[src/core/can_irq_pkg.sv]
// constants for the receive irq enable and transmit flag block
package can_irq_pkg;
  localparam int AXI_AW = 8;
  localparam logic [1:0] RESP_OKAY   = 2'h0;
  localparam logic [1:0] RESP_SLVERR = 2'h2;
  // register indices; byte address is four times the index
  localparam logic [7:0] IDX_CTRL      = 8'h00;
  localparam logic [7:0] IDX_RX_FLAGS  = 8'h04;
  localparam logic [7:0] IDX_RX_IRQ_EN = 8'h05;
  localparam logic [7:0] IDX_TX_FLAG   = 8'h06;
  localparam logic [7:0] IDX_TX_IRQ_EN = 8'h07;
  localparam logic [7:0] IDX_ABORT_REQ = 8'h08;
  localparam logic [7:0] IDX_ABORT_ACK = 8'h09;
  localparam logic [7:0] ADDR_CTRL      = IDX_CTRL << 2;
  localparam logic [7:0] ADDR_RX_FLAGS  = IDX_RX_FLAGS << 2;
  localparam logic [7:0] ADDR_RX_IRQ_EN = IDX_RX_IRQ_EN << 2;
  localparam logic [7:0] ADDR_TX_FLAG   = IDX_TX_FLAG << 2;
  localparam logic [7:0] ADDR_TX_IRQ_EN = IDX_TX_IRQ_EN << 2;
  localparam logic [7:0] ADDR_ABORT_REQ = IDX_ABORT_REQ << 2;
  localparam logic [7:0] ADDR_ABORT_ACK = IDX_ABORT_ACK << 2;
  // bit positions in the flag and enable registers
  localparam int BIT_WAKE = 7;
  localparam int BIT_SCF  = 6;
  localparam int BIT_RS   = 4;
  localparam int BIT_TS   = 2;
  localparam int BIT_OVR  = 1;
  localparam int BIT_RXF  = 0;
  // control register bits
  localparam int BIT_INIT_REQ = 0;
  localparam int BIT_LISTEN   = 1;
  localparam int BIT_WAKE_FN  = 2;
  localparam int BIT_INIT_ACK = 3;
  // values after reset
  localparam logic [7:0] RX_IRQ_EN_RST = 8'h00;
  localparam logic [7:0] CTRL_RST      = 8'h01;
  localparam logic [2:0] TX_FLAG_RST   = 3'h7;
  // bus state codes and error counter thresholds
  localparam logic [1:0] ST_OK   = 2'h0;
  localparam logic [1:0] ST_WARN = 2'h1;
  localparam logic [1:0] ST_ERR  = 2'h2;
  localparam logic [1:0] ST_OFF  = 2'h3;
  localparam logic [8:0] CNT_WARN = 9'h060;
  localparam logic [8:0] CNT_ERR  = 9'h07F;
  localparam logic [8:0] CNT_OFF  = 9'h0FF;
endpackage : can_irq_pkg

[src/core/bus_state_track.sv]
// receiver and transmitter bus state tracking with change detection
`timescale 1ns/1ps
module bus_state_track
  import can_irq_pkg::*;
(
  // clock and reset
  input  wire logic       clk,
  input  wire logic       rst_b,
  // error counters from the protocol engine
  input  wire logic [7:0] rx_err_count,
  input  wire logic [8:0] tx_err_count,
  // sensitivity and blocking
  input  wire logic [1:0] rx_state_sensitivity,
  input  wire logic [1:0] tx_state_sensitivity,
  input  wire logic       flag_pending,
  // reported states and flag set request
  output logic      [1:0] rx_bus_state,
  output logic      [1:0] tx_bus_state,
  output logic            change_event
);
  logic [1:0] next_rx;
  logic [1:0] next_tx;
  logic       moved;

  // 00 none, 01 bus-off edge, 10 err or bus-off edge, 11 any change
  function automatic logic sensitive(input logic [1:0] code,
                                     input logic [1:0] prev,
                                     input logic [1:0] cur);
    logic hit;
    hit = 1'b0;
    if (prev != cur) begin
      unique case (code)
        2'h0: hit = 1'b0;
        2'h1: hit = (prev == ST_OFF) || (cur == ST_OFF);
        2'h2: hit = (prev >= ST_ERR) || (cur >= ST_ERR);
        2'h3: hit = 1'b1;
      endcase
    end
    return hit;
  endfunction : sensitive

  function automatic logic [1:0] level(input logic [8:0] cnt);
    logic [1:0] s;
    s = ST_OK;
    if (cnt > CNT_OFF) s = ST_OFF;
    else if (cnt > CNT_ERR) s = ST_ERR;
    else if (cnt > CNT_WARN) s = ST_WARN;
    return s;
  endfunction : level

  always_comb begin
    next_tx = level(tx_err_count);
    if (tx_err_count > CNT_OFF) next_rx = ST_OFF;
    else if (rx_bus_state == ST_OFF) next_rx = ST_OK;
    else begin
      next_rx = level({1'b0, rx_err_count});
      if (next_rx == ST_OFF) next_rx = ST_ERR;
    end
  end

  // states freeze while a status change is pending
  assign moved = !flag_pending &&
                 (next_rx != rx_bus_state || next_tx != tx_bus_state);
  assign change_event = moved &&
    (sensitive(rx_state_sensitivity, rx_bus_state, next_rx) ||
     sensitive(tx_state_sensitivity, tx_bus_state, next_tx));

  always_ff @(posedge clk or negedge rst_b) begin
    if (!rst_b) begin
      rx_bus_state <= ST_OK;
      tx_bus_state <= ST_OK;
    end else if (moved) begin
      rx_bus_state <= next_rx;
      tx_bus_state <= next_tx;
    end
  end
endmodule : bus_state_track

[src/core/can_irq_enable_tx_flags.sv]
// receive irq enables, transmit empty flags and abort bookkeeping
`timescale 1ns/1ps
module can_irq_enable_tx_flags
  import can_irq_pkg::*;
#(
  parameter int NBUF = 3
) (
  // clock and reset
  input  wire logic              clk,
  input  wire logic              rst_b,
  // axi4-lite write address and data
  input  wire logic [AXI_AW-1:0] s_axi_awaddr,
  input  wire logic              s_axi_awvalid,
  output logic                   s_axi_awready,
  input  wire logic [31:0]       s_axi_wdata,
  input  wire logic [3:0]        s_axi_wstrb,
  input  wire logic              s_axi_wvalid,
  output logic                   s_axi_wready,
  // axi4-lite write response
  output logic [1:0]             s_axi_bresp,
  output logic                   s_axi_bvalid,
  input  wire logic              s_axi_bready,
  // axi4-lite read
  input  wire logic [AXI_AW-1:0] s_axi_araddr,
  input  wire logic              s_axi_arvalid,
  output logic                   s_axi_arready,
  output logic [31:0]            s_axi_rdata,
  output logic [1:0]             s_axi_rresp,
  output logic                   s_axi_rvalid,
  input  wire logic              s_axi_rready,
  // protocol engine events, same clock
  input  wire logic [7:0]        rx_err_count,
  input  wire logic [8:0]        tx_err_count,
  input  wire logic              wake_event,
  input  wire logic              overrun_event,
  input  wire logic              rx_msg_event,
  input  wire logic [NBUF-1:0]   tx_done,
  input  wire logic [NBUF-1:0]   abort_done,
  // to the protocol engine
  output logic [NBUF-1:0]        tx_start_req,
  output logic [NBUF-1:0]        tx_buf_blocked,
  output logic [NBUF-1:0]        abort_request,
  output logic                   init_acknowledge,
  // interrupt requests
  output logic                   wake_irq,
  output logic                   error_irq,
  output logic                   rx_irq,
  output logic                   tx_irq
);
  logic [7:0]        ctrl;
  logic [7:0]        rx_irq_enable;
  logic [NBUF-1:0]   tx_empty_flags;
  logic [NBUF-1:0]   tx_irq_enable;
  logic [NBUF-1:0]   abort_ack;
  logic              wake_flag;
  logic              status_change_flag;
  logic              overrun_flag;
  logic              rx_full_flag;
  logic [1:0]        rx_bus_state;
  logic [1:0]        tx_bus_state;
  logic              change_event;
  logic              aw_held;
  logic              w_held;
  logic [AXI_AW-1:0] aw_addr;
  logic [7:0]        w_byte;
  logic              w_lane0;
  logic              wr_fire;
  logic              init_mode;
  logic              listen;
  logic [NBUF-1:0]   tx_clear;
  logic [NBUF-1:0]   tx_set;
  logic [NBUF-1:0]   abort_hit;
  logic [7:0]        rd_word;
  logic              rd_hit;

  assign init_mode = ctrl[BIT_INIT_REQ] && init_acknowledge;
  assign listen    = ctrl[BIT_LISTEN];

  // write side: address and data may arrive in either order
  assign s_axi_awready = !aw_held;
  assign s_axi_wready  = !w_held;
  assign wr_fire       = aw_held && w_held && !s_axi_bvalid;

  always_ff @(posedge clk or negedge rst_b) begin
    if (!rst_b) begin
      aw_held <= 1'b0;
      aw_addr <= '0;
    end else if (s_axi_awvalid && s_axi_awready) begin
      aw_held <= 1'b1;
      aw_addr <= s_axi_awaddr;
    end else if (wr_fire) begin
      aw_held <= 1'b0;
    end
  end

  always_ff @(posedge clk or negedge rst_b) begin
    if (!rst_b) begin
      w_held  <= 1'b0;
      w_byte  <= '0;
      w_lane0 <= 1'b0;
    end else if (s_axi_wvalid && s_axi_wready) begin
      w_held  <= 1'b1;
      w_byte  <= s_axi_wdata[7:0];
      w_lane0 <= s_axi_wstrb[0];
    end else if (wr_fire) begin
      w_held <= 1'b0;
    end
  end

  function automatic logic is_mapped(input logic [AXI_AW-1:0] a);
    return a == ADDR_CTRL || a == ADDR_RX_FLAGS ||
           a == ADDR_RX_IRQ_EN || a == ADDR_TX_FLAG ||
           a == ADDR_TX_IRQ_EN || a == ADDR_ABORT_REQ ||
           a == ADDR_ABORT_ACK;
  endfunction : is_mapped

  function automatic logic wr_to(input logic [AXI_AW-1:0] a,
                                 input logic [AXI_AW-1:0] target,
                                 input logic fire,
                                 input logic lane);
    return fire && lane && (a == target);
  endfunction : wr_to

  always_ff @(posedge clk or negedge rst_b) begin
    if (!rst_b) begin
      s_axi_bvalid <= 1'b0;
      s_axi_bresp  <= RESP_OKAY;
    end else if (wr_fire) begin
      s_axi_bvalid <= 1'b1;
      s_axi_bresp  <= is_mapped(aw_addr) ? RESP_OKAY : RESP_SLVERR;
    end else if (s_axi_bready) begin
      s_axi_bvalid <= 1'b0;
    end
  end

  // control: init request, listen mode, wake function; ack follows request
  always_ff @(posedge clk or negedge rst_b) begin
    if (!rst_b) begin
      ctrl <= CTRL_RST;
    end else if (wr_to(aw_addr, ADDR_CTRL, wr_fire, w_lane0)) begin
      ctrl <= w_byte;
    end
  end

  always_ff @(posedge clk or negedge rst_b) begin
    if (!rst_b) begin
      init_acknowledge <= 1'b0;
    end else begin
      init_acknowledge <= ctrl[BIT_INIT_REQ];
    end
  end

  // receive irq enables; the sensitivity fields keep their value in init
  always_ff @(posedge clk or negedge rst_b) begin
    if (!rst_b) begin
      rx_irq_enable <= RX_IRQ_EN_RST;
    end else if (init_mode) begin
      rx_irq_enable[BIT_WAKE] <= RX_IRQ_EN_RST[BIT_WAKE];
      rx_irq_enable[BIT_SCF]  <= RX_IRQ_EN_RST[BIT_SCF];
      rx_irq_enable[BIT_OVR]  <= RX_IRQ_EN_RST[BIT_OVR];
      rx_irq_enable[BIT_RXF]  <= RX_IRQ_EN_RST[BIT_RXF];
    end else if (wr_to(aw_addr, ADDR_RX_IRQ_EN, wr_fire, w_lane0)) begin
      rx_irq_enable <= w_byte;
    end
  end

  bus_state_track u_track (
    .clk                  (clk),
    .rst_b                (rst_b),
    .rx_err_count         (rx_err_count),
    .tx_err_count         (tx_err_count),
    .rx_state_sensitivity (rx_irq_enable[BIT_RS+:2]),
    .tx_state_sensitivity (rx_irq_enable[BIT_TS+:2]),
    .flag_pending         (status_change_flag),
    .rx_bus_state         (rx_bus_state),
    .tx_bus_state         (tx_bus_state),
    .change_event         (change_event)
  );

  // receive flags: write 1 clears, a new event in the same cycle wins
  function automatic logic w1c(input logic cur, input logic set,
                               input logic clr);
    return set || (cur && !clr);
  endfunction : w1c

  always_ff @(posedge clk or negedge rst_b) begin
    if (!rst_b) begin
      wake_flag          <= 1'b0;
      status_change_flag <= 1'b0;
      overrun_flag       <= 1'b0;
      rx_full_flag       <= 1'b0;
    end else begin
      wake_flag <= w1c(wake_flag,
        wake_event && ctrl[BIT_WAKE_FN],
        wr_to(aw_addr, ADDR_RX_FLAGS, wr_fire, w_lane0) && w_byte[BIT_WAKE]);
      status_change_flag <= w1c(status_change_flag, change_event,
        wr_to(aw_addr, ADDR_RX_FLAGS, wr_fire, w_lane0) && w_byte[BIT_SCF]);
      overrun_flag <= w1c(overrun_flag, overrun_event,
        wr_to(aw_addr, ADDR_RX_FLAGS, wr_fire, w_lane0) && w_byte[BIT_OVR]);
      rx_full_flag <= w1c(rx_full_flag, rx_msg_event,
        wr_to(aw_addr, ADDR_RX_FLAGS, wr_fire, w_lane0) && w_byte[BIT_RXF]);
    end
  end

  assign wake_irq  = wake_flag && rx_irq_enable[BIT_WAKE];
  assign error_irq = (status_change_flag && rx_irq_enable[BIT_SCF]) ||
                     (overrun_flag && rx_irq_enable[BIT_OVR]);
  assign rx_irq    = rx_full_flag && rx_irq_enable[BIT_RXF];

  // transmit flags: engine sets win over a clearing write
  assign abort_hit = abort_done & abort_request & ~tx_empty_flags;
  assign tx_set    = (tx_done & ~tx_empty_flags) | abort_hit;
  assign tx_clear  = (wr_to(aw_addr, ADDR_TX_FLAG, wr_fire, w_lane0)
                      && !listen) ? w_byte[NBUF-1:0] : '0;

  always_ff @(posedge clk or negedge rst_b) begin
    if (!rst_b) begin
      tx_empty_flags <= TX_FLAG_RST;
    end else if (init_mode) begin
      tx_empty_flags <= TX_FLAG_RST;
    end else begin
      tx_empty_flags <= tx_set | (tx_empty_flags & ~tx_clear);
    end
  end

  always_ff @(posedge clk or negedge rst_b) begin
    if (!rst_b) begin
      tx_irq_enable <= '0;
    end else if (init_mode) begin
      tx_irq_enable <= '0;
    end else if (wr_to(aw_addr, ADDR_TX_IRQ_EN, wr_fire, w_lane0)) begin
      tx_irq_enable <= w_byte[NBUF-1:0];
    end
  end

  // software may only raise abort requests, for scheduled buffers
  always_ff @(posedge clk or negedge rst_b) begin
    if (!rst_b) begin
      abort_request <= '0;
    end else if (init_mode) begin
      abort_request <= '0;
    end else if (wr_to(aw_addr, ADDR_ABORT_REQ, wr_fire, w_lane0)) begin
      abort_request <= (abort_request | (w_byte[NBUF-1:0] & ~tx_empty_flags))
                       & ~tx_set;
    end else begin
      abort_request <= abort_request & ~tx_set;
    end
  end

  always_ff @(posedge clk or negedge rst_b) begin
    if (!rst_b) begin
      abort_ack <= '0;
    end else if (init_mode) begin
      abort_ack <= '0;
    end else begin
      abort_ack <= abort_hit |
                   (abort_ack & ~(tx_clear & tx_empty_flags & ~tx_set));
    end
  end

  assign tx_irq         = |(tx_empty_flags & tx_irq_enable);
  assign tx_start_req   = (listen || init_mode) ? '0 :
                          ~tx_empty_flags;
  assign tx_buf_blocked = ~tx_empty_flags;

  // read side
  always_comb begin
    rd_word = 8'h00;
    rd_hit  = 1'b1;
    unique case (s_axi_araddr)
      ADDR_CTRL: begin
        rd_word               = ctrl;
        rd_word[BIT_INIT_ACK] = init_acknowledge;
      end
      ADDR_RX_FLAGS: rd_word = {wake_flag, status_change_flag,
                                rx_bus_state, tx_bus_state,
                                overrun_flag, rx_full_flag};
      ADDR_RX_IRQ_EN: rd_word = rx_irq_enable;
      ADDR_TX_FLAG:   rd_word[NBUF-1:0] = tx_empty_flags;
      ADDR_TX_IRQ_EN: rd_word[NBUF-1:0] = tx_irq_enable;
      ADDR_ABORT_REQ: rd_word[NBUF-1:0] = abort_request;
      ADDR_ABORT_ACK: rd_word[NBUF-1:0] = abort_ack;
      default:        rd_hit = 1'b0;
    endcase
  end

  assign s_axi_arready = !s_axi_rvalid;

  always_ff @(posedge clk or negedge rst_b) begin
    if (!rst_b) begin
      s_axi_rvalid <= 1'b0;
      s_axi_rdata  <= '0;
      s_axi_rresp  <= RESP_OKAY;
    end else if (s_axi_arvalid && s_axi_arready) begin
      s_axi_rvalid <= 1'b1;
      s_axi_rdata  <= {24'h000000, rd_word};
      s_axi_rresp  <= rd_hit ? RESP_OKAY : RESP_SLVERR;
    end else if (s_axi_rready) begin
      s_axi_rvalid <= 1'b0;
    end
  end
endmodule : can_irq_enable_tx_flags

[config.mk]
export PLATFORM = sky130hd
export DESIGN_NAME = can_irq_enable_tx_flags
export DESIGN_NICKNAME = d
export VERILOG_FILES = /design/src/core/can_irq_pkg.sv /design/src/core/bus_state_track.sv /design/src/core/can_irq_enable_tx_flags.sv
export SDC_FILE = /design/constraint.sdc
export NUM_CORES = 1
export LEC_CHECK = 0
export ABC_CLOCK_PERIOD_IN_PS = 2090
export BUFFER_PORTS_ARGS = -buffer_cell sky130_fd_sc_hd__buf_2
export CAP_MARGIN = 20
export CORE_MARGIN = 2
export CORE_UTILIZATION = 44
export CTS_CLUSTER_SIZE = 25
export DETAILED_ROUTE_END_ITERATION = 6
export PLACE_DENSITY = 0.76
export SETUP_SLACK_MARGIN = 0.05
export SLEW_MARGIN = 10
export SYNTH_ARGS = -nofsm -noshare
export SYNTH_HDL_FRONTEND = slang
export SYNTH_HIERARCHICAL = 1
export SYNTH_SLANG_ARGS = --single-unit
[constraint.sdc]
create_clock -name clk -period 2.09 [get_ports clk]
set_clock_uncertainty 0.15 [all_clocks]
set_input_delay 0.3135 -clock clk [delete_from_list [all_inputs] [get_ports clk]]
set_output_delay 0.3135 -clock clk [all_outputs]
set_load 0.005 [all_outputs]
==> results of run 1 <==
[sequential cells by signal, summed over array words and instances, names as in the netlist, 2 cells and up]
| register | count |
|---|---|
| s_axi_rdata | 8 |
| tx_irq_enable | 3 |
| u_track/rx_bus_state | 2 |
| tx_empty_flags | 3 |
| abort_ack | 3 |
| u_track/tx_bus_state | 2 |
| abort_request | 3 |
| aw_addr | 8 |
| rx_irq_enable | 8 |
| ctrl | 7 |
| w_byte | 8 |
[synthesized netlist by cell type (all sizes together) (4+ instances only)]
cell type,count,area [µm²]
and2,4,26.28
nand3,13,70.07
nor2b,6,37.54
nor3,8,51.30
or4,4,45.04
nor4b,4,50.05
a21oi,27,138.9
nand2,15,56.30
a21o,5,37.54
nor2,21,78.83
o21ai,26,130.1
mux2i,7,70.07
inv,16,60.06
nor4,7,50.05
dfrtp,63,1577
buf,29,214.0
dfstp,4,105.1
mux2,29,326.6
clkbuf,7,26.28
[worst min-delay path, cell delays in order]
cell     delay (ps)
buf_2            80
nand2_1          40
o21ai_0          50
[power by group through the flow]
stage	Sequential [mW]	Combinational [mW]	Clock, mW
floorplan	1.96	0.904	0
global placement	2.06	1.29	0
detailed placement	2.09	1.34	0
CTS	2.07	1.36	1.01
global route	2.14	1.54	1.07
finish	2.08	1.39	0.989
[final cells by class]
type | count | area [µm²] | area share, %
repair buffers | 107 | 610.6 | 13.86
flip-flops and latches | 67 | 1682 | 38.18
clock inverters | 2 | 10.01 | 0.2273
well taps | 105 | 131.4 | 2.983
clock buffers | 13 | 168.9 | 3.835
multi-input cells | 249 | 1742 | 39.55
inverters | 16 | 60.06 | 1.364
[cell families (layout without fill, tap and decap cells)]
kind of cell | Yosys count | count (layout) | synth area share [%]
DFF | 67 | 67 | 46.68
buffers and inverters | 52 | 138 | 8.337
xor gates and xnor gates | 2 | 2 | 0.4864
other | 1 | 26 | 0.1041
muxes | 39 | 39 | 12.89
AOI/OAI and AO/OA | 85 | 85 | 15.18
and+or+nand+nor | 97 | 97 | 16.33
[how the worst max path moves through the flow]
stage / start / end / slack, ps / depth (start not counted)
3_3_place_gp: tx_err_count[1] / u_track/rx_bus_state[0] / -170 / 7
6_report: aw_addr[6] / rx_irq_enable[4] / 70 / 4
2_1_floorplan: rx_err_count[1] / u_track/rx_bus_state[0] / -6 / 6
3_5_place_dp: tx_err_count[1] / u_track/rx_bus_state[0] / -230 / 7
5_1_grt: aw_addr[6] / rx_irq_enable[2] / 5 / 4
4_1_cts: aw_addr[7] / abort_ack[0] / 60 / 4
[per-stage QoR]
stage	TNS (ps)	area, µm²	worst slack (ps)
finish	0	4404	74.31
global route	0	4404	4.935
CTS	0	4375	60.13
detailed placement	-718.6	4143	-227.2
global placement	-508.5	4143	-166.9
floorplan	-12.07	3696	-6.034
[metal layers]
layer,global-route usage [%],vias up
met2,32.56,121
met5,0,-
met1,25.40,1405
li1,-,1414
met3,7.103,13
met4,5.556,0
[cells in the final DEF, fill, tap and decap left out, types with 6 or more instances in the layout]
| master | n |
|---|---|
| conb_1 | 26 |
| nand2_1 | 15 |
| nor4_1 | 6 |
| a21oi_1 | 26 |
| mux2i_1 | 7 |
| buf_4 | 16 |
| nand3_1 | 12 |
| clkbuf_8 | 12 |
| o21ai_0 | 21 |
| dfrtp_1 | 63 |
| nor3_1 | 7 |
| nor2_1 | 21 |
| inv_1 | 16 |
| mux2_2 | 26 |
| buf_2 | 86 |
| nor2b_1 | 6 |
[what timing repair did]
item                                    in CTS  in global routing
endpoints found under the setup margin       6                 15
hold buffers                                 4                  0
buffers inserted                             1                  1
gates resized for setup                      1                  4
hold endpoints to repair                    66                  0
pin swaps                                    1                  4
==> impl_metrics.py, run 1 <==
metrics = {
    "status": {
        "outcome": "finished, final reports clean",
    },
    "routing": {
        "firstDrtPassIters": 5,
        "viasPerCell": 5.283,
        "remaining_drc_errors": 0,
        "drtIter0Drc": 222,
        "vias": 2953,
        "route.met3.wl_um": 601,
        "wl_met2_mm": 4.132,
        "wirelength_mm": 8.363,
        "antenna_left": 0,
        "wire_per_inst_um": 14.96,
        "routed.top_layer": "met4",
        "wl_met1_mm": 3.536,
    },
    "power": {
        "pwr-share-clk_pct": 22.2,
        "pwr-share-seq_pct": 46.7,
        "p_int_mw": 2.930,
        "p_total_mw": 4.462,
        "p_sw_share_pct": 34.34,
        "power.density_nw_per_um2": 1013,
        "p_comb_share_pct": 31.1,
        "ir_drop_mv": 0.7267,
        "p_sw_mw": 1.532,
        "leakage_nw": 2.103,
    },
    "synth": {
        "syn_area_um2": 3602,
        "synthFlopType": "dfrtp_1",
        "synth-edff-count": 0,
        "synth_warnings": 6,
        "ys_seq_area_share_pct": 46.68,
        "synth-seq-cells": 67,
        "synth.avg_cell_area_um2": 10.50,
        "synthCells": 343,
        "synth_async_sr_flop_share_pct": 100.0,
        "synth_cell_types": 56,
    },
    "cells_and_area": {
        "syn_to_final_growth_pct": 22.26,
        "postLayoutCoreUtil_pct": 54.42,
        "filler_cell_count": 761,
        "nNetsFinal": 535,
        "drive_gt1_share_pct": 37.67,
        "fin_cells": 559,
        "n_antenna_cell": 0,
    },
    "placement": {
        "portBuffers": 86,
        "place_inst": 538,
        "gp_congestion": 0.8380,
        "place_hpwl_mm": 6.295,
    },
    "global_route": {
        "grt_max_degree": 68,
        "grt.overflow.total": 0,
        "grt_pass1_wl_mm": 13.67,
        "grt_usage_pct": 20.01,
        "antenna_found_initial": 0,
        "grt_pass1_vias": 2864,
    },
    "setup_path": {
        "crit_path_end_kind": "flip-flop",
        "max_stage_delay_ps": 440,
        "crit_chain": "or3b_4, or3_4, nor3_4, mux2_2",
        "cp_num_buf_inv": 0,
        "cp.arrival_ps": 2110,
        "r2r_start": "aw_addr[6]",
        "reg2reg_to": "rx_irq_enable[4]",
        "r2r_cells": 4,
        "required_ps": 2180,
        "critPathTopFamily": "simple AND/OR/NAND/NOR gates",
        "ff2ff_setup_slack_ps": 70,
        "crit_slowest_cell": "or3b_4",
        "crit_fanout": 5,
        "crit_path_start_kind": "flip-flop",
        "worstSetupPathType": "reg2reg",
    },
    "floorplanning": {
        "die_width_um": 94.48,
        "row_count": 33,
        "ios": 140,
        "initial_core_util_pct": 44.51,
        "die-area_um2": 8926,
        "core_um2": 8093,
        "die_y_um": 94.48,
    },
    "clocking": {
        "h-tree-depth": 3,
        "numCtsBuffers": 9,
        "clock_path_buffers": 2,
        "root_buffer": "clkbuf_8",
        "cts_tree": "yes",
        "insertion_delay_ps": 350,
        "clk_pin_slew_ps": 70,
        "clock-sinks": 67,
    },
    "sta": {
        "maxSlewHeadroom_pct": 66.72,
        "min_period_ps": 2016,
        "finalHoldViolCount": 0,
        "setup_viol": 0,
        "rsz0062_at_grt": "true",
        "drv_slew": 0,
        "fmax_mhz": 496.1,
        "hold_slack_ps": 15.64,
        "period_share_pct": 96.44,
        "worst_slew_pin_slew_ps": 495.0,
    },
    "min_path": {
        "hold_depth": 3,
        "holdPathEnd": "aw_addr[5]",
        "hold_class": "in2reg",
        "hold_start": "s_axi_awaddr[5]",
    },
    "flow_run": {
        "max_cap_violations": 0,
    },
}
No activity file was read; power rests on OpenSTA's default activity.
==> inputs of run 2 (changes only) <==
RECOVER_POWER = 50   (was unset)
==> run 2 against run 1 <==
Against the previous run:
- non-clock buffer count did not move
- global-route usage unchanged
- power fell by 0.23%
- final cell count stayed put
- cell area shrank 0.37%
- die area unchanged
- core utilization shrank 0.20 points
- sequential cell count did not move
- clock power barely moved
- routed wire length about the same
==> impl_metrics.py, run 2 (same netlist as run 1, synthesis figures left out) <==
metrics = {
    "global_route": {
        "antenna_found_initial": 0,
        "use_met2_pct": 32.56,
        "grt_pass1_vias": 2864,
        "grt.overflow.total": 0,
        "grt_usage_pct": 20.01,
        "busiest_layer": "met2",
        "grtUsageMet3_pct": 7.103,
        "grt_pass1_wl_mm": 13.67,
        "grtUsageMet1_pct": 25.40,
        "grt_max_degree": 68,
    },
    "power": {
        "ir_drop_mv": 0.7257,
        "leakage_nw": 2.094,
        "p_total_mw": 4.451,
        "power.density_nw_per_um2": 1014,
    },
    "status": {
        "outcome": "finished, final reports clean",
    },
    "floorplanning": {
        "initial_core_util_pct": 44.51,
        "row_count": 33,
        "ios": 140,
        "die_y_um": 94.48,
        "die-area_um2": 8926,
        "die_width_um": 94.48,
        "core_um2": 8093,
    },
    "routing": {
        "drtIter0Drc": 230,
        "wirelength_mm": 8.369,
        "wire_per_inst_um": 14.97,
        "firstDrtPassIters": 4,
        "viasPerCell": 5.261,
        "remaining_drc_errors": 0,
        "antenna_left": 0,
        "vias": 2941,
    },
    "cells_and_area": {
        "final_common_cell": "buf_2",
        "n_antenna_cell": 0,
        "drive_gt1_share_pct": 37.22,
        "final_cell_mix": "buf_2 (86), dfrtp_1 (63), a21oi_1 (26), mux2_2 (26), conb_1 (26)",
        "filler_cell_count": 765,
        "area.sequential_um2": 1682,
        "fin_area_um2": 4388,
        "syn_to_final_growth_pct": 21.81,
        "fin_cells": 559,
        "multi_input_area_um2": 1742,
        "nNetsFinal": 535,
    },
    "setup_path": {
        "required_ps": 2180,
        "crit_fanout": 5,
        "r2r_cells": 4,
        "crit_slowest_cell": "or3b_4",
        "crit_path_start_kind": "flip-flop",
        "worstSetupPathType": "reg2reg",
        "max_stage_delay_ps": 440,
        "crit_chain": "or3b_4, or3_4, nor3_4, mux2_2",
        "cp.arrival_ps": 2100,
        "crit_path_end_kind": "flip-flop",
    },
    "flow_run": {
        "max_cap_violations": 0,
    },
    "sta": {
        "drv_slew": 0,
        "fin_tns_setup_ps": 0,
        "min_period_ps": 2015,
        "setup_viol": 0,
        "fmax_mhz": 496.4,
        "period_share_pct": 96.40,
        "maxSlewHeadroom_pct": 38.65,
        "rsz0062_at_grt": "true",
        "worst_slew_pin_slew_ps": 920.3,
        "hold_slack_ps": 18.69,
        "finalHoldViolCount": 0,
    },
    "min_path": {
        "hold_depth": 2,
        "hold_class": "in2reg",
    },
    "clocking": {
        "clk_pin_slew_ps": 70,
        "clock-sinks": 67,
        "insertion_delay_ps": 350,
        "cts_tree": "yes",
        "clock_path_buffers": 2,
        "numCtsBuffers": 9,
        "root_buffer": "clkbuf_8",
        "h-tree-depth": 3,
    },
    "placement": {
        "place_area_um2": 4143,
        "place_hpwl_mm": 6.295,
        "gp_congestion": 0.8380,
        "portBuffers": 86,
        "place_inst": 538,
    },
}
[run 2: critical path: cells and delay by family (launching register included)]
family | cells | cell delay [ps]
multiplexers | 1 | 360
AND/OR/NAND/NOR | 3 | 1010
flip-flops | 1 | 380
[run 2: per-layer routing]
metal	wire length, µm	vias up
met5	0	-
li1	-	1414
met2	4014	119
met1	3563	1391
met3	653	17
met4	138	0
[run 2: where the power goes]
part | switching [mW] | internal (mW)
Clock | 0.471 | 0.518
Sequential | 0.426 | 1.66
Combinational | 0.635 | 0.743
[run 2: path summary, 6_finish.rpt]
check | slack, ps | end | startpoint
setup / recovery | 80 | rx_irq_enable[4] | aw_addr[6]
hold / removal | 20 | s_axi_rvalid | s_axi_rready
setup reg to reg | 80 | rx_irq_enable[4] | aw_addr[6]
hold reg to reg | 310 | init_acknowledge | ctrl[0]
max in group asynchronous | 610 | abort_ack[1] | rst_b
min in group asynchronous | 590 | w_byte[5] | rst_b
[run 2: area by class of cell]
type	instances	share of cell area, %
inverter	16	1.369
tap	105	2.994
clock buffer	13	3.849
clock inverter	2	0.2281
multi-input combinational	249	39.69
sequential	67	38.32
timing repair buffer	107	13.54
[run 2: repair_timing]
item                       CTS  global route
hold buffers                 4             0
pin swaps                    1             4
buffers inserted             1             1
hold endpoints to repair    66             0
setup endpoints to repair    6            15
gates resized for setup      1             4
[run 2: per-stage QoR]
stage	util, %	worst slack, ps
floorplan	-	-6.034
global placement	51.19	-166.9
detailed placement	51.19	-227.2
CTS	54.07	60.13
global route	54.22	4.935
finish	54.22	75.30
==> inputs of run 3 (changes only) <==
--- a/config.mk
+++ b/config.mk
@@ -10,7 +10,10 @@
 export CAP_MARGIN = 20
+export CELL_PAD_IN_SITES_DETAIL_PLACEMENT = 0
+export CELL_PAD_IN_SITES_GLOBAL_PLACEMENT = 1
 export CORE_MARGIN = 2
-export CORE_UTILIZATION = 44
+export CORE_UTILIZATION = 33
 export CTS_CLUSTER_SIZE = 25
 export DETAILED_ROUTE_END_ITERATION = 6
-export PLACE_DENSITY = 0.76
+export HOLD_SLACK_MARGIN = 0.06
+export PLACE_DENSITY_LB_ADDON = 0.1
 export RECOVER_POWER = 50
--- a/constraint.sdc
+++ b/constraint.sdc
@@ -4,2 +4,2 @@
 set_output_delay 0.3135 -clock clk [all_outputs]
-set_load 0.005 [all_outputs]
+set_load 0.02 [all_outputs]
==> run 3 against run 2 <==
Against the previous run:
- critical path depth unchanged
- maximum frequency down 0.73%
- combinational power up 13%
- final cell count up 11%
- critical path type unchanged
- critical endpoint is now rx_irq_enable[2]
==> impl_metrics.py, run 3 (same netlist as run 1, synthesis figures left out) <==
metrics = {
    "routing": {
        "remaining_drc_errors": 0,
        "route.met3.wl_um": 454,
        "wl_met2_mm": 4.370,
        "routed.top_layer": "met4",
        "wirelength_mm": 9.266,
        "drtIter0Drc": 108,
        "vias": 3015,
        "wl_met1_mm": 4.304,
        "antenna_left": 0,
        "wire_per_inst_um": 14.99,
        "viasPerCell": 4.879,
        "firstDrtPassIters": 4,
    },
    "placement": {
        "place_hpwl_mm": 6.640,
        "pre_cts_slack_ps": -212.0,
        "place_inst": 578,
        "gp_congestion": 0.8276,
        "portBuffers": 86,
        "place_area_um2": 4224,
    },
    "setup_path": {
        "worstSetupPathType": "reg2reg",
        "crit_chain": "or3b_4, or3_4, nor3_4, mux2_2",
        "required_ps": 2170,
        "crit_path_start_kind": "flip-flop",
        "crit_path_end_kind": "flip-flop",
        "max_stage_delay_ps": 430,
        "critPathTopFamily": "simple AND/OR/NAND/NOR gates",
        "crit_slowest_cell": "or3b_4",
        "crit_fanout": 5,
        "cp_num_buf_inv": 0,
        "cp.arrival_ps": 2110,
    },
    "sta": {
        "period_share_pct": 97.11,
        "worst_slew_pin_slew_ps": 957.9,
        "drv_slew": 0,
        "fmax_mhz": 492.7,
        "min_period_ps": 2030,
        "maxSlewHeadroom_pct": 36.14,
        "setup_viol": 0,
        "finalHoldViolCount": 0,
        "fin_ws_ps": 60.49,
        "rsz0062_at_grt": "true",
        "hold_slack_ps": 114.4,
    },
    "clocking": {
        "clock_path_buffers": 2,
        "root_buffer": "clkbuf_8",
        "clock-sinks": 67,
        "clk_pin_slew_ps": 70,
        "cts_tree": "yes",
        "insertion_delay_ps": 350,
        "h-tree-depth": 3,
        "postCtsSetupBuffers": 0,
        "numCtsBuffers": 9,
    },
    "global_route": {
        "grt_usage_pct": 16.30,
        "antenna_found_initial": 0,
        "grt_max_degree": 68,
        "grt_pass1_vias": 2895,
        "grt.overflow.total": 0,
        "grt_pass1_wl_mm": 14.75,
    },
    "power": {
        "power.density_nw_per_um2": 1013,
        "pwr-share-clk_pct": 23.3,
        "p_int_mw": 3.059,
        "ir_drop_mv": 0.5439,
        "p_sw_share_pct": 35.92,
        "pwr-share-seq_pct": 44.0,
        "p_sw_mw": 1.715,
        "p_comb_share_pct": 32.7,
        "leakage_nw": 2.202,
    },
    "cells_and_area": {
        "final_cell_mix": "buf_2 (78), dfrtp_1 (63), mux2_2 (27)",
        "syn_to_final_growth_pct": 30.84,
        "fin_cells": 618,
        "postLayoutCoreUtil_pct": 43.86,
        "drive_gt1_share_pct": 34.31,
        "filler_cell_count": 1069,
        "n_antenna_cell": 0,
        "final_common_cell": "buf_2",
        "fin_area_um2": 4713,
        "nNetsFinal": 559,
    },
    "flow_run": {
        "max_cap_violations": 0,
    },
    "floorplanning": {
        "die_y_um": 108.5,
        "die-area_um2": 11770,
        "die_width_um": 108.5,
        "row_count": 38,
        "ios": 140,
        "initial_core_util_pct": 33.52,
        "core_um2": 10750,
    },
    "min_path": {
        "hold_class": "in2reg",
    },
    "status": {
        "outcome": "finished, final reports clean",
    },
}
## run 3: worst paths after layout
| check | start | to | slack [ps] | cells after the start |
|---|---|---|---|---|
| min reg2reg | ctrl[0] | init_acknowledge | 300 | 0 |
| max reg2reg | aw_addr[7] | rx_irq_enable[2] | 60 | 4 |
| min | tx_done[2] | abort_request[2] | 110 | 4 |
| min in group asynchronous | rst_b | w_held | 610 | 3 |
| max in group asynchronous | rst_b | s_axi_rresp[1] | 560 | 3 |
| max | aw_addr[7] | rx_irq_enable[2] | 60 | 4 |
## run 3: what timing repair did
action,4_1_cts,5_1_grt
pin swaps,1,2
hold buffers,25,0
endpoints found under the hold margin,87,0
cloned,0,0
endpoints found under the setup margin,6,17
gates resized for setup,2,8
## run 3: per-stage QoR
step | setup TNS [ps] | total power, mW
floorplan | -12.07 | 2.994
global placement | -783.5 | 3.588
detailed placement | -840.5 | 3.607
CTS | 0 | 4.784
global route | -69.13 | 5.095
finish | 0 | 4.775
## run 3: layout make-up
class / count / area (µm²) / share of cell area, %
Tap cell: 140 / 175.2 / 3.716
Clock inverter: 2 / 35.03 / 0.7433
Sequential cell: 67 / 1682 / 35.68
Multi-Input combinational cell: 249 / 1785 / 37.88
Inverter: 16 / 60.06 / 1.274
Clock buffer: 13 / 158.9 / 3.371
Timing Repair Buffer: 131 / 817.0 / 17.33
## run 3: tightest hold or removal path, stage by stage
cell	delay, ps
buf_2	80
a21oi_1	60
nand2_1	80
nor2_1	50
## run 3: routing by layer
| layer | track usage [%] | vias to the layer above |
|---|---|---|
| met4 | 5.769 | 0 |
| met5 | 0 | - |
| met1 | 22.08 | 1455 |
| li1 | - | 1456 |
| met3 | 2.532 | 10 |
| met2 | 26.47 | 94 |
## run 3: power by group through the flow
stage               logic, mW  registers [mW]  clock network (mW)
floorplan                1.00            1.99                   0
global placement         1.48            2.10                   0
detailed placement       1.50            2.11                   0
CTS                      1.54            2.09                1.15
global route             1.74            2.16                1.20
finish                   1.56            2.10                1.11
